$ cat config.mk
export PLATFORM = sky130hd
export DESIGN_NAME = lpcs_synth
export DESIGN_NICKNAME = d
export VERILOG_FILES = /design/src/inc/lpcs_pkg.sv /design/src/verilog/lpcs_synth.sv /design/src/verilog/lpcs_out_div.sv
export SDC_FILE = /design/constraint.sdc
export NUM_CORES = 1
export LEC_CHECK = 0
export BUFFER_PORTS_ARGS = -buffer_cell sky130_fd_sc_hd__buf_2
export CAP_MARGIN = 10
export CORE_MARGIN = 4
export CORE_UTILIZATION = 60
export CTS_CLUSTER_DIAMETER = 60
export DETAILED_ROUTE_END_ITERATION = 12
export GPL_ROUTABILITY_DRIVEN = 1
export HOLD_SLACK_MARGIN = 0.06
export PLACE_DENSITY = 0.8
export SLEW_MARGIN = 20
export SYNTH_ARGS = -nofsm -noshare
export SYNTH_HDL_FRONTEND = slang
export SYNTH_SLANG_ARGS = --single-unit
$ cat constraint.sdc
create_clock -name clock_in -period 11.6 [get_ports clock_in]
set_input_delay 1.16 -clock clock_in [delete_from_list [all_inputs] [get_ports clock_in]]
set_output_delay 1.16 -clock clock_in [all_outputs]
set_load 0.02 [all_outputs]
$ cat src/inc/lpcs_pkg.sv
// constants shared by the line-locked pixel clock synthesiser
`default_nettype none

package lpcs_pkg;

   // ==========================================================
   // register byte offsets
   localparam logic [7:0] OFF_LINE_LO    = 8'h00;
   localparam logic [7:0] OFF_LINE_HI    = 8'h04;
   localparam logic [7:0] OFF_NOM_0      = 8'h08;
   localparam logic [7:0] OFF_NOM_1      = 8'h0C;
   localparam logic [7:0] OFF_NOM_2      = 8'h10;
   localparam logic [7:0] OFF_NOM_3      = 8'h14;
   localparam logic [7:0] OFF_NOM_4      = 8'h18;
   localparam logic [7:0] OFF_VCO_CODE   = 8'h1C;
   localparam logic [7:0] OFF_OUT_CODE   = 8'h20;
   localparam logic [7:0] OFF_CTRL       = 8'h24;
   localparam logic [7:0] OFF_STATUS     = 8'h28;
   localparam logic [7:0] OFF_STEP_LO    = 8'h2C;
   localparam logic [7:0] OFF_STEP_HI    = 8'h30;
   localparam logic [7:0] OFF_MEASURED   = 8'h34;

   // ==========================================================
   // field widths, scales and positions
   localparam int          STEP_W        = 33;
   localparam int          FRAC_W        = 27;
   localparam int          INT_W         = 6;
   localparam int          CTRL_LOCK_EN  = 0;
   localparam int          STAT_LOCKED   = 0;
   localparam int          VCO_SCALE_LOG = 5;

   // ==========================================================
   // reset values
   localparam logic [32:0] NOM_STEP_RST  = 33'h0BA2E8A16;
   localparam logic [15:0] LINE_LEN_RST  = 16'h0520;
   localparam logic [1:0]  VCO_CODE_RST  = 2'h3;
   localparam logic [1:0]  OUT_CODE_RST  = 2'h1;

   // ==========================================================
   // bus answers
   localparam logic [1:0]  RESP_OKAY     = 2'h0;
   localparam logic [1:0]  RESP_SLVERR   = 2'h2;

endpackage : lpcs_pkg

`default_nettype wire

$ cat src/verilog/lpcs_synth.sv
// line-locked pixel clock synthesiser with AXI4-Lite registers
//
// Our own choices: the register addresses and the AXI4-Lite slave port.
`timescale 1ns/1ps
`default_nettype none

module lpcs_synth
   import lpcs_pkg::*;
#(
   parameter int LINE_W     = 12,
   parameter int GAIN_SHIFT = 12
)
(
   input  wire logic        clock_in,
   input  wire logic        rst_in,
   input  wire logic        reference_clock_in,
   input  wire logic        horizontal_sync_in,
   output logic             synth_clock_out,
   output logic             locked_out,
   input  wire logic [7:0]  s_axi_awaddr,
   input  wire logic        s_axi_awvalid,
   output logic             s_axi_awready,
   input  wire logic [31:0] s_axi_wdata,
   input  wire logic [3:0]  s_axi_wstrb,
   input  wire logic        s_axi_wvalid,
   output logic             s_axi_wready,
   output logic [1:0]       s_axi_bresp,
   output logic             s_axi_bvalid,
   input  wire logic        s_axi_bready,
   input  wire logic [7:0]  s_axi_araddr,
   input  wire logic        s_axi_arvalid,
   output logic             s_axi_arready,
   output logic [31:0]      s_axi_rdata,
   output logic [1:0]       s_axi_rresp,
   output logic             s_axi_rvalid,
   input  wire logic        s_axi_rready
);

   localparam logic [36:0] STEP_MAX = 37'((38'h1 << STEP_W) - 38'h1);

   logic              aw_full_q;
   logic              w_full_q;
   logic [7:0]        aw_addr_q;
   logic [31:0]       w_data_q;
   logic              w_lane0_q;
   logic              wr_fire;
   logic              wr_en;
   logic              wr_hit;
   logic              nom_wr;
   logic [32:0]       nom_d;
   logic [31:0]       rd_data;
   logic              rd_hit;

   logic [LINE_W-1:0] line_length_divider;
   logic [32:0]       nominal_phase_step;
   logic [32:0]       phase_step;
   logic [1:0]        vco_multiplier_code;
   logic [1:0]        output_clock_divider;
   logic              lock_en_q;
   logic              locked_q;

   logic              ref_prev_q;
   logic              hs_prev_q;
   logic              ref_edge;
   logic              hs_edge;
   logic [36:0]       acc_q;
   logic [36:0]       credit;
   logic              dto_tick;
   logic              cycle_tick;
   logic [15:0]       line_count_q;
   logic [15:0]       measured_q;
   logic signed [39:0] line_err;
   logic signed [39:0] step_sum;
   logic [32:0]       step_trim;

   // ==========================================================
   // write channels, taken in either order
   assign s_axi_awready = !aw_full_q && !s_axi_bvalid;
   assign s_axi_wready  = !w_full_q && !s_axi_bvalid;
   assign wr_fire       = aw_full_q && w_full_q && !s_axi_bvalid;
   assign wr_en         = wr_fire && w_lane0_q;

   always_ff @(posedge clock_in)
   begin
      if (rst_in)
      begin
         aw_full_q <= 1'b0;
         w_full_q  <= 1'b0;
         aw_addr_q <= 8'h00;
         w_data_q  <= 32'h0000_0000;
         w_lane0_q <= 1'b0;
      end
      else
      begin
         if (s_axi_awvalid && s_axi_awready)
         begin
            aw_full_q <= 1'b1;
            aw_addr_q <= s_axi_awaddr;
         end
         else if (wr_fire)
         begin
            aw_full_q <= 1'b0;
         end
         if (s_axi_wvalid && s_axi_wready)
         begin
            w_full_q  <= 1'b1;
            w_data_q  <= s_axi_wdata;
            w_lane0_q <= s_axi_wstrb[0];
         end
         else if (wr_fire)
         begin
            w_full_q <= 1'b0;
         end
      end
   end

   always_comb
   begin
      wr_hit = 1'b1;
      nom_wr = 1'b0;
      nom_d  = nominal_phase_step;
      if (aw_addr_q == OFF_NOM_0)
      begin
         nom_wr     = 1'b1;
         nom_d[7:0] = w_data_q[7:0];
      end
      else if (aw_addr_q == OFF_NOM_1)
      begin
         nom_wr      = 1'b1;
         nom_d[15:8] = w_data_q[7:0];
      end
      else if (aw_addr_q == OFF_NOM_2)
      begin
         nom_wr       = 1'b1;
         nom_d[23:16] = w_data_q[7:0];
      end
      else if (aw_addr_q == OFF_NOM_3)
      begin
         nom_wr       = 1'b1;
         nom_d[31:24] = w_data_q[7:0];
      end
      else if (aw_addr_q == OFF_NOM_4)
      begin
         nom_wr    = 1'b1;
         nom_d[32] = w_data_q[0];
      end
      else if (aw_addr_q != OFF_LINE_LO && aw_addr_q != OFF_LINE_HI && aw_addr_q != OFF_VCO_CODE
               && aw_addr_q != OFF_OUT_CODE && aw_addr_q != OFF_CTRL)
      begin
         wr_hit = 1'b0;
      end
   end

   always_ff @(posedge clock_in)
   begin
      if (rst_in)
      begin
         s_axi_bvalid <= 1'b0;
         s_axi_bresp  <= RESP_OKAY;
      end
      else if (wr_fire)
      begin
         s_axi_bvalid <= 1'b1;
         s_axi_bresp  <= wr_hit ? RESP_OKAY : RESP_SLVERR;
      end
      else if (s_axi_bready)
      begin
         s_axi_bvalid <= 1'b0;
      end
   end

   // ==========================================================
   // settings written by software
   always_ff @(posedge clock_in)
   begin
      if (rst_in)
      begin
         line_length_divider  <= LINE_LEN_RST[LINE_W-1:0];
         vco_multiplier_code  <= VCO_CODE_RST;
         output_clock_divider <= OUT_CODE_RST;
         lock_en_q            <= 1'b0;
      end
      else if (wr_en)
      begin
         if (aw_addr_q == OFF_LINE_LO)
         begin
            line_length_divider[7:0] <= w_data_q[7:0];
         end
         else if (aw_addr_q == OFF_LINE_HI)
         begin
            line_length_divider[LINE_W-1:8] <= w_data_q[LINE_W-9:0];
         end
         else if (aw_addr_q == OFF_VCO_CODE)
         begin
            vco_multiplier_code <= w_data_q[1:0];
         end
         else if (aw_addr_q == OFF_OUT_CODE)
         begin
            output_clock_divider <= w_data_q[1:0];
         end
         else if (aw_addr_q == OFF_CTRL)
         begin
            lock_en_q <= w_data_q[CTRL_LOCK_EN];
         end
      end
   end

   always_ff @(posedge clock_in)
   begin
      if (rst_in)
      begin
         nominal_phase_step <= NOM_STEP_RST;
      end
      else if (wr_en && nom_wr)
      begin
         nominal_phase_step <= nom_d;
      end
   end

   // ==========================================================
   // read channel, answer one cycle after the address
   assign s_axi_arready = !s_axi_rvalid;

   always_comb
   begin
      rd_hit  = 1'b1;
      rd_data = 32'h0000_0000;
      if (s_axi_araddr == OFF_LINE_LO)
      begin
         rd_data[7:0] = line_length_divider[7:0];
      end
      else if (s_axi_araddr == OFF_LINE_HI)
      begin
         rd_data[LINE_W-9:0] = line_length_divider[LINE_W-1:8];
      end
      else if (s_axi_araddr == OFF_NOM_0)
      begin
         rd_data[7:0] = nominal_phase_step[7:0];
      end
      else if (s_axi_araddr == OFF_NOM_1)
      begin
         rd_data[7:0] = nominal_phase_step[15:8];
      end
      else if (s_axi_araddr == OFF_NOM_2)
      begin
         rd_data[7:0] = nominal_phase_step[23:16];
      end
      else if (s_axi_araddr == OFF_NOM_3)
      begin
         rd_data[7:0] = nominal_phase_step[31:24];
      end
      else if (s_axi_araddr == OFF_NOM_4)
      begin
         rd_data[0] = nominal_phase_step[32];
      end
      else if (s_axi_araddr == OFF_VCO_CODE)
      begin
         rd_data[1:0] = vco_multiplier_code;
      end
      else if (s_axi_araddr == OFF_OUT_CODE)
      begin
         rd_data[1:0] = output_clock_divider;
      end
      else if (s_axi_araddr == OFF_CTRL)
      begin
         rd_data[CTRL_LOCK_EN] = lock_en_q;
      end
      else if (s_axi_araddr == OFF_STATUS)
      begin
         rd_data[STAT_LOCKED] = locked_q;
      end
      else if (s_axi_araddr == OFF_STEP_LO)
      begin
         rd_data = phase_step[31:0];
      end
      else if (s_axi_araddr == OFF_STEP_HI)
      begin
         rd_data[0] = phase_step[32];
      end
      else if (s_axi_araddr == OFF_MEASURED)
      begin
         rd_data[15:0] = measured_q;
      end
      else
      begin
         rd_hit = 1'b0;
      end
   end

   always_ff @(posedge clock_in)
   begin
      if (rst_in)
      begin
         s_axi_rvalid <= 1'b0;
         s_axi_rdata  <= 32'h0000_0000;
         s_axi_rresp  <= RESP_OKAY;
      end
      else if (s_axi_arvalid && s_axi_arready)
      begin
         s_axi_rvalid <= 1'b1;
         s_axi_rdata  <= rd_data;
         s_axi_rresp  <= rd_hit ? RESP_OKAY : RESP_SLVERR;
      end
      else if (s_axi_rready)
      begin
         s_axi_rvalid <= 1'b0;
      end
   end

   // ==========================================================
   // VCO credit and phase oscillator
   assign ref_edge = reference_clock_in && !ref_prev_q;
   assign hs_edge  = horizontal_sync_in && !hs_prev_q;

   // each rising reference edge brings 2^code VCO periods
   // each VCO period is worth 32 in step units
   assign credit   = 37'h1 << (FRAC_W + VCO_SCALE_LOG + int'(vco_multiplier_code));
   // fraction weighted as integer times 2^-27
   assign dto_tick = (phase_step != 33'h0) && (acc_q >= {4'h0, phase_step});

   always_ff @(posedge clock_in)
   begin
      if (rst_in)
      begin
         ref_prev_q <= 1'b0;
         hs_prev_q  <= 1'b0;
         acc_q      <= 37'h0;
      end
      else
      begin
         ref_prev_q <= reference_clock_in;
         hs_prev_q  <= horizontal_sync_in;
         // one tick a cycle at most: reference must be slow against clock_in
         acc_q      <= acc_q + (ref_edge ? credit : 37'h0) - (dto_tick ? {4'h0, phase_step} : 37'h0);
      end
   end

   lpcs_out_div u_out_div
   (
      .clock_in        (clock_in),
      .rst_in          (rst_in),
      .tick_in         (dto_tick),
      .code_in         (output_clock_divider),
      .synth_clock_out (synth_clock_out),
      .cycle_tick_out  (cycle_tick)
   );

   // ==========================================================
   // line lock loop
   assign line_err = 40'(signed'({24'h0, line_count_q})) - 40'(signed'({28'h0, 16'(line_length_divider)}));
   assign step_sum = $signed({7'h0, phase_step}) + (line_err <<< GAIN_SHIFT);
   // stay within the unsigned 33-bit range
   assign step_trim = (step_sum < 40'sh0) ? 33'h0 :
                      (step_sum > $signed({3'h0, STEP_MAX})) ? 33'h1_FFFF_FFFF : step_sum[32:0];

   always_ff @(posedge clock_in)
   begin
      if (rst_in)
      begin
         line_count_q <= 16'h0;
         measured_q   <= 16'h0;
      end
      else if (hs_edge)
      begin
         line_count_q <= cycle_tick ? 16'h1 : 16'h0;
         measured_q   <= line_count_q;
      end
      else if (cycle_tick && line_count_q != 16'hFFFF)
      begin
         line_count_q <= line_count_q + 16'h1;
      end
   end

   always_ff @(posedge clock_in)
   begin
      if (rst_in)
      begin
         phase_step <= NOM_STEP_RST;
         locked_q   <= 1'b0;
      end
      else if (wr_en && nom_wr)
      begin
         phase_step <= nom_d;
         locked_q   <= 1'b0;
      end
      // too many cycles per line: raise step
      else if (hs_edge && lock_en_q)
      begin
         phase_step <= step_trim;
         locked_q   <= (line_count_q == 16'(line_length_divider));
      end
      else if (!lock_en_q)
      begin
         locked_q <= 1'b0;
      end
   end

   assign locked_out = locked_q;

   // ==========================================================
   // checks
   // default after reset
   AST_NOM_RESET: assert property (@(posedge clock_in) disable iff (rst_in) $past(rst_in) |->
      nominal_phase_step == NOM_STEP_RST && phase_step == NOM_STEP_RST)
      else $error("nominal step not at default after reset");

   AST_STEP_LOAD: assert property (@(posedge clock_in) disable iff (rst_in)
      wr_en && nom_wr |=> phase_step == nominal_phase_step)
      else $error("working step not loaded from nominal");

   AST_NOM_TOP: assert property (@(posedge clock_in) disable iff (rst_in)
      wr_en && aw_addr_q == OFF_NOM_4 |=> nominal_phase_step[32] == $past(w_data_q[0])
      && nominal_phase_step[31:0] == $past(nominal_phase_step[31:0]))
      else $error("nominal top byte wrong");

   AST_LINE_HI: assert property (@(posedge clock_in) disable iff (rst_in)
      wr_en && aw_addr_q == OFF_LINE_HI |=> line_length_divider[LINE_W-1:8] == $past(w_data_q[LINE_W-9:0])
      && line_length_divider[7:0] == $past(line_length_divider[7:0]))
      else $error("line length upper bits wrong");

   AST_TICK_TAKE: assert property (@(posedge clock_in) disable iff (rst_in)
      dto_tick && !ref_edge |=> acc_q == $past(acc_q) - {4'h0, $past(phase_step)})
      else $error("oscillator tick did not take one step");

   AST_VCO_CREDIT: assert property (@(posedge clock_in) disable iff (rst_in)
      ref_edge && !dto_tick |=> acc_q == $past(acc_q) + (37'h1 << (32 + int'($past(vco_multiplier_code)))))
      else $error("VCO credit wrong");

   // match gives lock and keeps step
   AST_LOCK_MATCH: assert property (@(posedge clock_in) disable iff (rst_in)
      hs_edge && lock_en_q && !(wr_en && nom_wr) && line_count_q == 16'(line_length_divider)
      |=> locked_out && $stable(phase_step))
      else $error("matched line did not lock");

   AST_STEP_UP: assert property (@(posedge clock_in) disable iff (rst_in)
      hs_edge && lock_en_q && !(wr_en && nom_wr) && line_count_q > 16'(line_length_divider)
      && phase_step != 33'h1_FFFF_FFFF |=> phase_step > $past(phase_step))
      else $error("step not raised on long line");

   AST_BHOLD: assert property (@(posedge clock_in) disable iff (rst_in)
      s_axi_bvalid && !s_axi_bready |=> s_axi_bvalid && $stable(s_axi_bresp))
      else $error("write answer dropped before taken");

   COV_LOCK: cover property (@(posedge clock_in) disable iff (rst_in) $rose(locked_out));
   COV_NOM_WRITE: cover property (@(posedge clock_in) disable iff (rst_in) wr_en && nom_wr);
   COV_BAD_READ: cover property (@(posedge clock_in) disable iff (rst_in)
      s_axi_rvalid && s_axi_rresp == RESP_SLVERR);

endmodule // lpcs_synth

`default_nettype wire

$ cat src/verilog/lpcs_out_div.sv
// output clock divider of the synthesiser
`timescale 1ns/1ps
`default_nettype none

module lpcs_out_div
   import lpcs_pkg::*;
(
   input  wire logic       clock_in,
   input  wire logic       rst_in,
   input  wire logic       tick_in,
   input  wire logic [1:0] code_in,
   output logic            synth_clock_out,
   output logic            cycle_tick_out
);

   logic [6:0] cnt_q;
   logic [6:0] cnt_d;
   logic [6:0] last_count;
   logic [6:0] half_count;
   logic       wrap;

   // ==========================================================
   // division by two to the code
   // log2 divider code
   assign last_count = 7'((8'h01 << code_in) - 8'h01);
   assign half_count = 7'((8'h01 << code_in) >> 1);
   assign wrap       = tick_in && (cnt_q >= last_count);

   always_comb
   begin
      cnt_d = cnt_q;
      if (wrap)
      begin
         cnt_d = 7'h00;
      end
      else if (tick_in)
      begin
         cnt_d = cnt_q + 7'h01;
      end
   end

   always_ff @(posedge clock_in)
   begin
      if (rst_in)
      begin
         cnt_q <= 7'h00;
      end
      else
      begin
         cnt_q <= cnt_d;
      end
   end

   always_ff @(posedge clock_in)
   begin
      if (rst_in)
      begin
         synth_clock_out <= 1'b0;
         cycle_tick_out  <= 1'b0;
      end
      else
      begin
         // divide by one cannot toggle: pass the tick as a pulse
         synth_clock_out <= (code_in == 2'h0) ? tick_in : (cnt_d < half_count);
         cycle_tick_out  <= wrap;
      end
   end

   // ==========================================================
   // checks
   // one period per divided ticks
   AST_OUT_WRAP: assert property (@(posedge clock_in) disable iff (rst_in)
      cycle_tick_out |-> $past(tick_in) && ($past(cnt_q) >= $past(last_count)))
      else $error("output period not closed on last tick");

   COV_DIV8: cover property (@(posedge clock_in) disable iff (rst_in)
      code_in == 2'h3 && cycle_tick_out);

endmodule // lpcs_out_div

`default_nettype wire

==> flow_summary.rst, run 1 <==
.. list-table::
   :header-rows: 1

   * - Metric
     - Value
   * - Status
     - complete, no violations
   * - Via count of the first global-routing pass
     - 12400
   * - Clock-pin slew reported for the worst setup and hold paths after clock tree synthesis
     - 60 ps
   * - Switching share of power
     - between 30 and 40%
   * - Number of buffer and inverter stages on the critical path
     - 2
   * - Fraction of layout cells with a size suffix above 1
     - a little under a tenth
   * - Critical path class
     - flop to flop
   * - Flip-flop and latch area
     - approximately 4400 um^2
   * - Chip Width
     - 160 um
   * - Fraction of the cycle the final worst path needs
     - 58.7%
   * - Cell family contributing the most delay on the critical path
     - simple AND/OR/NAND/NOR gates
   * - Switching Power
     - 1110 uW
   * - Std-Cell Rows
     - 55
   * - Most frequent standard cell in the layout excluding fill and tap cells
     - sky130_fd_sc_hd__nand2_1
   * - Post-synth cell types
     - 76
   * - Flip-flop and latch count after synthesis
     - 219
   * - Die ar.
     - 25700 um^2
   * - Final setup vio count
     - 0
   * - Data arrival time at the worst-slack endpoint
     - 7240 ps
   * - Area occupied by multi-input gates
     - 8930 um^2
   * - Routed vias
     - roughly 13000
   * - DRC
     - 0
   * - Post-CTS resize count
     - 0
   * - Post-DP Area
     - ~14000 um^2
   * - Maximum number of pins on one net before global-route repair
     - 89
   * - Number of cells produced by synthesis
     - 1748
   * - Total power after layout
     - 2960 uW
   * - Longest individual stage delay on the worst path
     - 820 ps
   * - Leakage component of the power
     - between 0.006 and 0.007 uW
   * - Synthesized area
     - about 14000 um^2
   * - Library cell with the largest summed area after synthesis
     - sky130_fd_sc_hd__dfxtp_1
   * - Clock power frac
     - 28.4%
   * - Clock tree from TritonCTS
     - yes
   * - Setup TNS
     - 0 ps
   * - Cell-internal power
     - 1850 uW
   * - Clk Latency, worst-skew pair
     - 540 ps
   * - Worst path required time
     - 12020 ps
   * - Final std cells w/o fill
     - around 2100
   * - Starting density of the core
     - 61.2%
   * - Iter 0 DRT Violations
     - 1225
   * - Tightest Pin Transition
     - 1120 ps
   * - Share of synthesized registers carrying an async set or reset
     - 0%
   * - Routability congestion estimate from global placement
     - approximately 1
   * - Number of warnings issued by yosys
     - 0
   * - Buffers added on ports
     - 74
   * - Number of buffers created by CTS
     - 26
   * - Detailed-route vias per instance
     - roughly 6.2
   * - Unrepaired setup endpoints after global routing
     - false
   * - Seq/Total Area, Yosys
     - 31.4%
   * - Count of hold buffers inserted by post-cts repair
     - 0
   * - Number of failing hold endpoints at the final stage
     - 0
   * - Final worst clock skew
     - about 15 ps
   * - HPWL after detailed placement
     - 29800 um
   * - Area of the core region
     - 22800 um^2
   * - IR drop worst, VDD
     - 187 uV
   * - Number of nets in the final layout
     - 1993
   * - Nature of the critical path startpoint
     - flop
   * - Hold Worst Slack
     - about 450 ps
   * - Vertical die dimension
     - 160 um
   * - Post-route design area
     - 15400 um^2
   * - Cell chosen for the clock root
     - sky130_fd_sc_hd__clkbuf_16
   * - Count of flip-flops with a built-in enable after synthesis
     - 0
   * - Detailed-route wire length per cell
     - ~19 um
   * - Clock sinks
     - between 200 and 250
   * - # Post-CTS Setup Buffers
     - 0
   * - Antenna violations before repair
     - 3
   * - Length of the first detailed-routing pass in iterations
     - 8
   * - Mean instance size in the synthesized netlist
     - roughly 8.0 um^2
   * - Power share of the sequential group
     - 29.9%
   * - Most used flip-flop cell after synthesis
     - sky130_fd_sc_hd__dfxtp_1
   * - Max-capacitance violation count
     - 0
   * - Critical-path maximum fanout
     - 24
   * - Slowest stage cell on the critical path
     - sky130_fd_sc_hd__nor4b_1
   * - Fmax
     - 147 MHz
   * - GRT Resource Usage Total
     - around 30%
   * - Total power divided by cell area
     - 193 nW/um^2
   * - Final worst path period need
     - 6810 ps
   * - Filler cells
     - between 1500 and 2000
   * - Dpl cells
     - 2063
   * - CTS Buffer Depth
     - 3
   * - Area growth from synthesis to layout
     - 10.3%
   * - Number of I/O pins
     - 104
   * - Total congestion overflow
     - 0
   * - Capturing element type of the critical path
     - flop
   * - Share of the synthesized area in the top cell type
     - 31.4%
   * - Top library cells by usage in the layout, fill and taps aside
     - sky130_fd_sc_hd__nand2_1, sky130_fd_sc_hd__dfxtp_1, sky130_fd_sc_hd__a21oi_1
   * - Min-delay worst type
     - flop to flop
   * - Synth area leaders
     - sky130_fd_sc_hd__dfxtp_1, sky130_fd_sc_hd__ha_1, sky130_fd_sc_hd__a21oi_1
   * - Htree depth
     - 1
   * - Detailed-route wire length
     - 40300 um
   * - Sequence of cells on the critical path
     - inv_1 -> ha_1 -> nand4_1 -> nor4b_1 -> nand3_1 -> nor4_1 -> o31ai_1 -> nand2_1 -> buf_4 -> nand2_1 -> ha_1 -> fa_1 -> a211oi_2 -> o211ai_1 -> and3_4 -> a221o_1 -> a31o_2 -> a21oi_1 -> o211ai_1 -> a21boi_0 -> mux2_2
   * - Combinational power share
     - between 40% and 50%
   * - First-pass GRT wire length
     - 64300 um
   * - Post-route antenna net violation count
     - 0
   * - Max-slew violation count
     - 0
   * - Max-slew headroom
     - 24.5%
[layout make-up]
type                       instances  area share, %
multi-input combinational       1358           58.1
sequential                       219           28.5
clock buffer                      33           4.60
timing repair buffer              85           2.96
tap                              313           2.55
inverter                          88           2.15
clock inverter                    15           1.16
antenna                            1         0.0163
[power by group through the flow]
stage	logic (uW)	registers [uW]	clock network, uW
after floorplan	981	882	0
after global placement	1180	900	0
after detailed placement	1210	902	0
after CTS	1220	886	851
after global routing	1410	894	885
final	1230	886	840
[registers in the layout, summed over array words and instances (netlist names), 2 cells and up]
signal / count
vco_multiplier_code: 2
acc_q: 37
aw_addr_q: 8
measured_q: 16
w_data_q: 8
nominal_phase_step: 33
line_length_divider: 12
line_count_q: 16
u_out_div.cnt_q: 7
phase_step: 33
s_axi_rdata: 32
output_clock_divider: 2
[synthesized netlist by cell type (5+ instances only)]
library cell                instances
sky130_fd_sc_hd__xor2_1            31
sky130_fd_sc_hd__a22oi_1           26
sky130_fd_sc_hd__nand2_1          235
sky130_fd_sc_hd__xnor2_1           37
sky130_fd_sc_hd__and2_1             5
sky130_fd_sc_hd__a32o_1             8
sky130_fd_sc_hd__dfxtp_1          219
sky130_fd_sc_hd__ha_1             150
sky130_fd_sc_hd__mux2i_1           53
sky130_fd_sc_hd__buf_2              7
sky130_fd_sc_hd__o211ai_1          11
sky130_fd_sc_hd__a31oi_1           21
sky130_fd_sc_hd__nor3_1            27
sky130_fd_sc_hd__o21a_1            17
sky130_fd_sc_hd__or3_1             11
sky130_fd_sc_hd__nor2b_1           21
sky130_fd_sc_hd__and3_1             6
sky130_fd_sc_hd__nand2b_1          11
sky130_fd_sc_hd__a21o_1            26
sky130_fd_sc_hd__o31ai_1            7
sky130_fd_sc_hd__inv_1             87
sky130_fd_sc_hd__mux2_2             7
sky130_fd_sc_hd__a21oi_1          177
sky130_fd_sc_hd__buf_1              8
sky130_fd_sc_hd__clkbuf_1          67
sky130_fd_sc_hd__a221oi_1          10
sky130_fd_sc_hd__o21ai_0           99
sky130_fd_sc_hd__or2_2              9
sky130_fd_sc_hd__nand4_1           17
sky130_fd_sc_hd__nor4_1            14
sky130_fd_sc_hd__nor2_1           145
sky130_fd_sc_hd__o2111ai_1          6
sky130_fd_sc_hd__a211oi_1           8
sky130_fd_sc_hd__a21boi_0           5
sky130_fd_sc_hd__a22o_1             8
sky130_fd_sc_hd__a221o_1            6
sky130_fd_sc_hd__and4_1             5
sky130_fd_sc_hd__nand3_1           72
[metal layers]
metal	share of wire [%]	routed length, um	vias up	GRT usage (%)
met5	0.079	32	-	0
met4	5.4	2170	4	14.0
met3	8.5	3410	140	4.93
met2	43	17300	609	47.1
met1	43	17400	6128	41.6
li1	-	-	6318	-
[metrics by stage]
step                      util [%]  worst slack (ps)
after floorplan                  -              6350
after global placement        63.5              5070
after detailed placement      63.6              5000
after CTS                     67.5              4950
after global routing          67.5              4360
final                         67.5              4790
[cell families (layout without fill, tap and decap cells)]
family | count (synthesis) | after routing | synth area share, %
adders and majority gates | 154 | 154 | 14.0
DFF | 219 | 219 | 31.4
buffers and inverters | 172 | 221 | 4.75
xor gates and xnor gates | 68 | 68 | 4.27
muxes | 60 | 60 | 4.37
and+or+nand+nor | 596 | 596 | 19.5
other | 1 | 3 | 0.0269
AOI/OAI and AO/OA | 478 | 478 | 21.6
[worst register-to-register path: stages, from the launching register on]
cell and delay, ps:
sky130_fd_sc_hd__dfxtp_1 560, sky130_fd_sc_hd__inv_1 90, sky130_fd_sc_hd__ha_1 310, sky130_fd_sc_hd__nand4_1 190, sky130_fd_sc_hd__nor4b_1 820, sky130_fd_sc_hd__nand3_1 210, sky130_fd_sc_hd__nor4_1 300, sky130_fd_sc_hd__o31ai_1 170
sky130_fd_sc_hd__nand2_1 420, sky130_fd_sc_hd__buf_4 390, sky130_fd_sc_hd__nand2_1 110, sky130_fd_sc_hd__ha_1 330, sky130_fd_sc_hd__fa_1 500, sky130_fd_sc_hd__a211oi_2 240, sky130_fd_sc_hd__o211ai_1 170, sky130_fd_sc_hd__and3_4 210
sky130_fd_sc_hd__a221o_1 400, sky130_fd_sc_hd__a31o_2 310, sky130_fd_sc_hd__a21oi_1 240, sky130_fd_sc_hd__o211ai_1 150, sky130_fd_sc_hd__a21boi_0 230, sky130_fd_sc_hd__mux2_2 360
[final timing paths]
check | start | endpoint | slack (ps) | cells past startpoint
setup / recovery | phase_step[31] | acc_q[26] | 4790 | 21
hold / removal | s_axi_rdata[26] | s_axi_rdata[26] | 450 | 2
setup reg to reg | phase_step[31] | acc_q[26] | 4790 | 21
hold reg to reg | s_axi_rdata[26] | s_axi_rdata[26] | 450 | 2
Power figures use the tool's default switching activity.
==> run 2, diff against run 1 <==
Clock period 11.6 ns to 6.8 ns, I/O delays scaled along.
==> run 2 against run 1 <==
Effect of this change: flip-flop and latch count unchanged; die area unchanged; via count up 0.53%; fmax grew 16%; sequential share of layout area fell by 0.15 points; routed wire length grew 1.4%; cell area increased by 0.51%; highest routed layer unchanged.
==> flow_summary.rst, run 2 (synthesis gave the netlist of run 1 again) <==
.. list-table::
   :header-rows: 1

   * - Metric
     - Value
   * - Capturing element type of the critical path
     - flop
   * - Area of the core region
     - 22800 um^2 (unchanged)
   * - Critical-path maximum fanout
     - 12 (-50%)
   * - Iter 0 DRT Violations
     - 1284 (+4.8%)
   * - CTS Buffer Depth
     - 3 (unchanged)
   * - Worst path required time
     - 7230 ps (-4790 ps)
   * - Data arrival time at the worst-slack endpoint
     - 6310 ps (-930 ps)
   * - Detailed-route wire length
     - 40800 um (+1.4%)
   * - Total power after layout
     - 5080 uW (+72%)
   * - Clock-pin slew reported for the worst setup and hold paths after clock tree synthesis
     - 70 ps (about the same)
   * - Most frequent cell on the critical path
     - sky130_fd_sc_hd__ha_1
   * - Antenna fix cells
     - 0 (-1)
   * - Worst Setup Slack, final
     - 917 ps (-3870 ps)
   * - Chip Width
     - 160 um (unchanged)
   * - DRC
     - 0 (unchanged)
   * - Vertical die dimension
     - 160 um (unchanged)
   * - Critical path class
     - flop to flop
   * - Detailed-route wire length per cell
     - 19.2 um (+0.94%)
   * - Min-delay worst type
     - input pin to flop
   * - Leakage component of the power
     - 0.00662 uW (+0.79%)
   * - Detailed-route vias per instance
     - 6.26 (+0.10%)
   * - Most frequent standard cell in the layout excluding fill and tap cells
     - sky130_fd_sc_hd__nand2_1
   * - Std-Cell Rows
     - 55 (unchanged)
   * - Length of the first detailed-routing pass in iterations
     - 6 (-2)
   * - Status
     - complete, no violations
   * - Clk Latency, worst-skew pair
     - 550 ps (about the same)
   * - Final worst clock skew
     - 17.1 ps (+2.10 ps)
   * - Via count of the first global-routing pass
     - 12500 (+0.54%)
   * - Area occupied by multi-input gates
     - 8920 um^2 (about the same)
   * - Htree depth
     - 1 (unchanged)
   * - Top library cells by usage in the layout, fill and taps aside
     - sky130_fd_sc_hd__nand2_1, sky130_fd_sc_hd__dfxtp_1, sky130_fd_sc_hd__a21oi_1
   * - Final setup vio count
     - 0 (unchanged)
   * - Setup TNS
     - 0 ps (unchanged)
   * - Die ar.
     - 25700 um^2 (unchanged)
   * - Routed vias
     - 13300 (+0.53%)
   * - Max-capacitance violation count
     - 0 (unchanged)
   * - Max-slew violation count
     - 0 (unchanged)
   * - HPWL after detailed placement
     - 30100 um (+1.0%)
   * - Number of failing hold endpoints at the final stage
     - 0 (unchanged)
   * - DP Worst Slack
     - 1080 ps (-3910 ps)
   * - Filler cells
     - 1909 (-2.4%)
   * - Number of buffers created by CTS
     - 26 (unchanged)
   * - Total congestion overflow
     - 0 (unchanged)
   * - Sequence of cells on the critical path
     - inv_1 -> ha_1 -> nand4_1 -> nor4b_1 -> buf_4 -> nand3_1 -> nor4_1 -> o31ai_1 -> nand2_1 -> buf_4 -> nand2_1 -> ha_1 -> ha_1 -> a211oi_2 -> o211ai_1 -> and3_4 -> a221o_1 -> a31o_2 -> a21oi_1 -> o211ai_1 -> a21boi_0 -> mux2_2
   * - Post-route antenna net violation count
     - 0 (unchanged)
   * - Max-slew headroom
     - 25.3% (+0.71 points)
   * - Post-CTS resize count
     - 0 (unchanged)
   * - Number of I/O pins
     - 104 (unchanged)
   * - Endpoint of the worst hold-timing path
     - s_axi_rvalid
   * - Count of hold buffers inserted by post-cts repair
     - 0 (unchanged)
   * - GRT Resource Usage Total
     - 30.8% (+0.40 points)
   * - Tightest Pin Transition
     - 1120 ps (-3.07 ps)
   * - Register-to-Register Path Depth
     - 22 (+4.8%)
   * - Most flop-heavy register
     - acc_q
   * - Registers with the most flip-flops
     - acc_q: 37 flops, nominal_phase_step: 33 flops, phase_step: 33 flops
   * - Starting density of the core
     - 61.2% (unchanged)
   * - Maximum number of pins on one net before global-route repair
     - 97 (+9.0%)
   * - Buffers added on ports
     - 74 (unchanged)
   * - Longest individual stage delay on the worst path
     - 410 ps (-410 ps)
   * - Number of stages on the worst hold path
     - 2 (unchanged)
   * - Fmax
     - 170 MHz (+16%)
   * - Fraction of layout cells with a size suffix above 1
     - 9.73% (+0.67 points)
   * - First-pass GRT wire length
     - 65100 um (+1.2%)
   * - Flip-flop and latch area
     - 4380 um^2 (unchanged)
   * - Slowest stage cell on the critical path
     - sky130_fd_sc_hd__dfxtp_1
   * - Number of nets in the final layout
     - 2003 (+0.50%)
   * - Reg-to-Reg End
     - acc_q[26]
   * - IR drop worst, VDD
     - 249 uV (+33%)
   * - Area growth from synthesis to layout
     - 10.8%
   * - Hold wc startpoint
     - s_axi_rready
   * - Nature of the critical path startpoint
     - flop
   * - Fraction of the cycle the final worst path needs
     - 86.5% (+28 points)
   * - Crit Reg-Reg Startpoint
     - phase_step[32]
   * - Register-to-register setup slack
     - 920 ps (-3870 ps)
   * - Total power divided by cell area
     - 329 nW/um^2 (+71%)
   * - Number of flip-flops under the largest register name
     - 37 (unchanged)
   * - Clock tree from TritonCTS
     - yes
   * - Unrepaired setup endpoints after global routing
     - false
   * - Final worst path period need
     - 5880 ps (-931 ps)
   * - # Post-CTS Setup Buffers
     - 0 (unchanged)
   * - Cell chosen for the clock root
     - sky130_fd_sc_hd__clkbuf_16
   * - Antenna violations before repair
     - 1 (-2)
   * - Routability congestion estimate from global placement
     - 0.935 (-3.8%)
   * - Clock sinks
     - 219 (unchanged)
-- run 2: per-layer routing --
layer  GRT usage (%)  up-vias  wire length, um
li1                -     6327                -
met1            41.0     6205            17100
met2            49.7      613            18200
met3            5.52      122             3690
met4            12.3        2             1870
met5               0        -               16
-- run 2: power by group --
group | total [uW] | internal, uW | switching [uW]
clock | 1450 | 851 | 595
combinational | 2110 | 894 | 1220
sequential | 1520 | 1410 | 106
-- run 2: worst max-delay path by stage --
| stage | startpoint | endpoint | slack [ps] | cells after the start |
|---|---|---|---|---|
| after global routing | phase_step[32] | acc_q[26] | 500 | 22 |
| after detailed placement | phase_step[32] | acc_q[26] | 1080 | 22 |
| after floorplan | phase_step[27] | acc_q[26] | 1550 | 22 |
| after CTS | phase_step[30] | acc_q[26] | 1000 | 22 |
| final | phase_step[32] | acc_q[26] | 920 | 22 |
| after global placement | phase_step[32] | acc_q[26] | 1240 | 22 |
-- run 2: final cells by class --
cell class / instances / area share, %
timing repair buffer: 95 / 3.43
clock inverter: 15 / 1.05
tap: 313 / 2.53
inverter: 88 / 2.14
sequential: 219 / 28.4
clock buffer: 33 / 4.77
multi-input combinational: 1358 / 57.7
-- run 2: critical path, delay by kind of cell, from the launching register on --
family | cells | cell delay (ps)
multiplexers | 1 | 360
adder cells (fa/ha/maj) | 3 | 980
AO/OA/AOI/OAI | 8 | 1990
AND/OR/NAND/NOR | 7 | 1400
buffers and inverters | 3 | 610
flip-flops | 1 | 410
-- run 2: through the flow --
step	cells	instance area [um^2]	util (%)	hold slack [ps]
2_1_floorplan	1749	13900	-	428
3_3_place_gp	2073	14500	63.9	434
3_5_place_dp	2073	14500	63.9	442
4_1_cts	2121	15400	67.8	313
5_1_grt	2121	15500	67.8	331
6_report	2121	15500	67.8	324
==> run 3, diff against run 2 <==
Settings changed: ABC_AREA from default to 1, PLACE_DENSITY 0.8 to 0.79.
==> run 3 against run 2 <==
Effect of this change: clock skew is 3.6 ps higher; area after synthesis is 4.5% higher; clock power is 8% lower; cell count is 17% higher; critical path type unchanged.
==> flow_summary.rst, run 3 <==
.. list-table::
   :header-rows: 1

   * - Metric
     - Value
   * - Number of stages on the worst hold path
     - 3 (+1)
   * - Total stage count of the critical path
     - 27 (+23%)
   * - Share of synthesized registers carrying an async set or reset
     - 0% (unchanged)
   * - Seq/Total Area, Yosys
     - 30.1% (-1.4 points)
   * - Longest individual stage delay on the worst path
     - 400 ps (about the same)
   * - Reg-to-Reg End
     - phase_step[2]
   * - Mean instance size in the synthesized netlist
     - 6.90 um^2 (-13%)
   * - Post-route antenna net violation count
     - 0 (unchanged)
   * - Crit Reg-Reg Startpoint
     - line_length_divider[2]
   * - Vertical die dimension
     - 164 um (+2.1%)
   * - Leading cell types by count after synthesis
     - sky130_fd_sc_hd__nand2_1, sky130_fd_sc_hd__inv_1, sky130_fd_sc_hd__a21oi_1, sky130_fd_sc_hd__dfxtp_1, sky130_fd_sc_hd__o21ai_0
   * - Most common cell in the synthesized netlist
     - sky130_fd_sc_hd__nand2_1
   * - Fraction of the cycle the final worst path needs
     - 74.6% (-12 points)
   * - Switching Power
     - 2100 uW (+9.5%)
   * - Most frequent standard cell in the layout excluding fill and tap cells
     - sky130_fd_sc_hd__nand2_1
   * - Number of flip-flops under the largest register name
     - 37 (unchanged)
   * - Final worst clock skew
     - 20.7 ps (+3.63 ps)
   * - Clock sinks
     - 219 (unchanged)
   * - Final setup vio count
     - 0 (unchanged)
   * - Library cell with the largest summed area after synthesis
     - sky130_fd_sc_hd__dfxtp_1
   * - Global-route layer with the greatest usage
     - met2
   * - CTS Buffer Depth
     - 3 (unchanged)
   * - IR drop worst, VDD
     - 194 uV (-22%)
   * - DRC
     - 0 (unchanged)
   * - Cell chosen for the clock root
     - sky130_fd_sc_hd__clkbuf_16
   * - Unrepaired setup endpoints after global routing
     - false
   * - Number of warnings issued by yosys
     - 0 (unchanged)
   * - Post-route design area
     - 15900 um^2 (+2.6%)
   * - Register-to-register setup slack
     - 1730 ps (+810 ps)
   * - Number of buffer and inverter stages on the critical path
     - 2 (-1)
   * - Clock-pin slew reported for the worst setup and hold paths after clock tree synthesis
     - 60 ps (about the same)
   * - Htree depth
     - 1 (unchanged)
   * - Starting density of the core
     - 61.5% (+0.34 points)
   * - Maximum number of pins on one net before global-route repair
     - 110 (+13%)
   * - Area growth from synthesis to layout
     - 8.82%
   * - Register-to-Register Path Depth
     - 27 (+23%)
   * - Most used flip-flop cell after synthesis
     - sky130_fd_sc_hd__dfxtp_1
   * - Slowest stage cell on the critical path
     - sky130_fd_sc_hd__nand3_2
   * - Critical path class
     - flop to flop
   * - Registers with the most flip-flops
     - acc_q: 37 flops, nominal_phase_step: 33 flops, phase_step: 33 flops
   * - Most frequent cell on the critical path
     - sky130_fd_sc_hd__nand2_1
   * - Fraction of met2 tracks used by global routing
     - 50.4% (+0.74 points)
   * - Post-CTS resize count
     - 0 (unchanged)
   * - Clock power frac
     - 26.3% (-2.2 points)
   * - Power share of the sequential group
     - 30.2% (+0.3 points)
   * - Die ar.
     - 26900 um^2 (+4.3%)
   * - Std-Cell Rows
     - 56 (+1.8%)
   * - Most flop-heavy register
     - acc_q
   * - Share of the synthesized area in the top cell type
     - 30.1% (-1.4 points)
   * - Detailed-route vias per instance
     - 5.80 (-7.2%)
   * - Critical-path maximum fanout
     - 22 (+10)
   * - Top library cells by usage in the layout, fill and taps aside
     - sky130_fd_sc_hd__nand2_1, sky130_fd_sc_hd__inv_1, sky130_fd_sc_hd__a21oi_1
   * - Fraction of layout cells with a size suffix above 1
     - 8.56% (-1.2 points)
   * - Setup TNS
     - 0 ps (unchanged)
   * - Clk Latency, worst-skew pair
     - 560 ps (about the same)
   * - Via count of the first global-routing pass
     - 13200 (+6.2%)
   * - Combinational power share
     - 43.5% (+1.9 points)
   * - # Post-CTS Setup Buffers
     - 0 (unchanged)
   * - Count of hold buffers inserted by post-cts repair
     - 0 (unchanged)
   * - Post-DP Area
     - 15100 um^2 (+3.6%)
   * - Iter 0 DRT Violations
     - 1717 (+34%)
   * - Detailed-route wire length per cell
     - 17.5 um (-9.3%)
   * - Routed vias
     - 14500 (+9.0%)
   * - Endpoint of the worst hold-timing path
     - hs_prev_q
   * - Total power divided by cell area
     - 317 nW/um^2 (-3.5%)
   * - Leakage component of the power
     - 0.00746 uW (+13%)
   * - Number of cells produced by synthesis
     - 2112 (+21%)
   * - Met1 usage in global routing
     - 43.2% (+2.3 points)
   * - Number of failing hold endpoints at the final stage
     - 0 (unchanged)
   * - Clock tree from TritonCTS
     - yes
   * - Capturing element type of the critical path
     - flop
   * - Number of I/O pins
     - 104 (unchanged)
   * - Nature of the critical path startpoint
     - flop
   * - Cell family contributing the most delay on the critical path
     - simple AND/OR/NAND/NOR gates
   * - Max-slew headroom
     - 26.3% (+1.0 points)
   * - First-pass GRT wire length
     - 68400 um (+5.0%)
   * - Area of the core region
     - 23700 um^2 (+4.0%)
   * - Synthesized area
     - 14600 um^2 (+4.5%)
   * - Post-synth cell types
     - 56 (-26%)
   * - Tightest Pin Transition
     - 1110 ps (-15.0 ps)
   * - Buffers added on ports
     - 74 (unchanged)
   * - Final worst path period need
     - 5070 ps (-811 ps)
   * - Min-delay worst type
     - input pin to flop
   * - Chip Width
     - 164 um (+2.1%)
   * - GRT Resource Usage Total
     - 31.5% (+0.74 points)
   * - Count of flip-flops with a built-in enable after synthesis
     - 0 (unchanged)
   * - HPWL after detailed placement
     - 33400 um (+11%)
   * - Total congestion overflow
     - 0 (unchanged)
   * - Length of the first detailed-routing pass in iterations
     - 7 (+1)
   * - Antenna violations before repair
     - 0 (-1)
   * - Cell-internal power
     - 2930 uW (-7.3%)
   * - Antenna fix cells
     - 0 (unchanged)
   * - Status
     - complete, no violations
   * - Fmax
     - 197 MHz (+16%)
   * - Detailed-route wire length
     - 43500 um (+6.6%)
   * - Number of nets in the final layout
     - 2371 (+18%)
   * - Switching share of power
     - 41.8% (+4.0 points)
   * - Synth area leaders
     - sky130_fd_sc_hd__dfxtp_1, sky130_fd_sc_hd__ha_1, sky130_fd_sc_hd__nand2_1
   * - Worst path required time
     - 7280 ps (+50 ps)
   * - Flip-flop and latch count after synthesis
     - 219 (unchanged)
   * - Hold wc startpoint
     - horizontal_sync_in
   * - Data arrival time at the worst-slack endpoint
     - 5550 ps (-760 ps)
   * - Number of buffers created by CTS
     - 26 (unchanged)
   * - Routability congestion estimate from global placement
     - 0.954 (+2.0%)
   * - Max-slew violation count
     - 0 (unchanged)
   * - Routing usage on met3
     - 4.39% (-1.1 points)
   * - Max-capacitance violation count
     - 0 (unchanged)
==> run 3: layer usage <==
layer	up-vias	wire, um
met3	105	3590
met1	6552	18700
met5	-	0
met4	0	1740
li1	7165	-
met2	638	19400
==> run 3: how the worst max path moves through the flow <==
stage	startpoint	end	slack, ps
2_1_floorplan	phase_step[27]	acc_q[25]	2830
3_3_place_gp	phase_step[32]	acc_q[25]	1960
6_report	line_length_divider[2]	phase_step[2]	1730
3_5_place_dp	line_length_divider[2]	phase_step[2]	1850
5_1_grt	phase_step[32]	acc_q[34]	1240
4_1_cts	line_length_divider[2]	phase_step[2]	1820
==> run 3: worst min-delay path: stages <==
cell and delay [ps]:
sky130_fd_sc_hd__buf_2 70, sky130_fd_sc_hd__inv_1 40, sky130_fd_sc_hd__nor2_1 70
==> run 3: power groups by stage <==
stage	clock [uW]	combinational, uW	sequential, uW
after floorplan	0	1640	1510
after global placement	0	2070	1540
after detailed placement	0	2130	1540
after CTS	1340	2150	1510
after global routing	1400	2490	1530
final	1330	2190	1520
==> run 3: area by class of cell <==
cell class              count  area [um^2]
multi-input cells        1564         8880
fillers                  2152         7820
flip-flops and latches    219         4380
inverters                 265          997
clock buffers              38          716
repair buffers             80          418
well taps                 319          399
clock inverters             6         71.3
==> run 3: logic make-up (layout without fill, tap and decap cells) <==
| family | count (synthesis) | in the layout | synth area share, % |
|---|---|---|---|
| DFF | 219 | 219 | 30.1 |
| and+or+nand+nor | 820 | 820 | 24.4 |
| other | 1 | 2 | 0.0257 |
| adders and majority gates | 154 | 154 | 13.4 |
| buffers and inverters | 330 | 389 | 9.06 |
| AOI/OAI and AO/OA | 555 | 555 | 21.0 |
| xor gates and xnor gates | 33 | 33 | 1.98 |
==> run 3: metrics by stage <==
stage / std cells / utilization, % / total power, uW / setup WS [ps] / hold WS, ps
global route: 2491 / 67.0 / 5420 / 1240 / 355
floorplan: 2113 / - / 3150 / 2830 / 440
finish: 2491 / 67.0 / 5030 / 1730 / 340
global placement: 2447 / 63.7 / 3610 / 1960 / 449
CTS: 2491 / 67.0 / 5000 / 1820 / 337
detailed placement: 2447 / 63.7 / 3680 / 1850 / 452
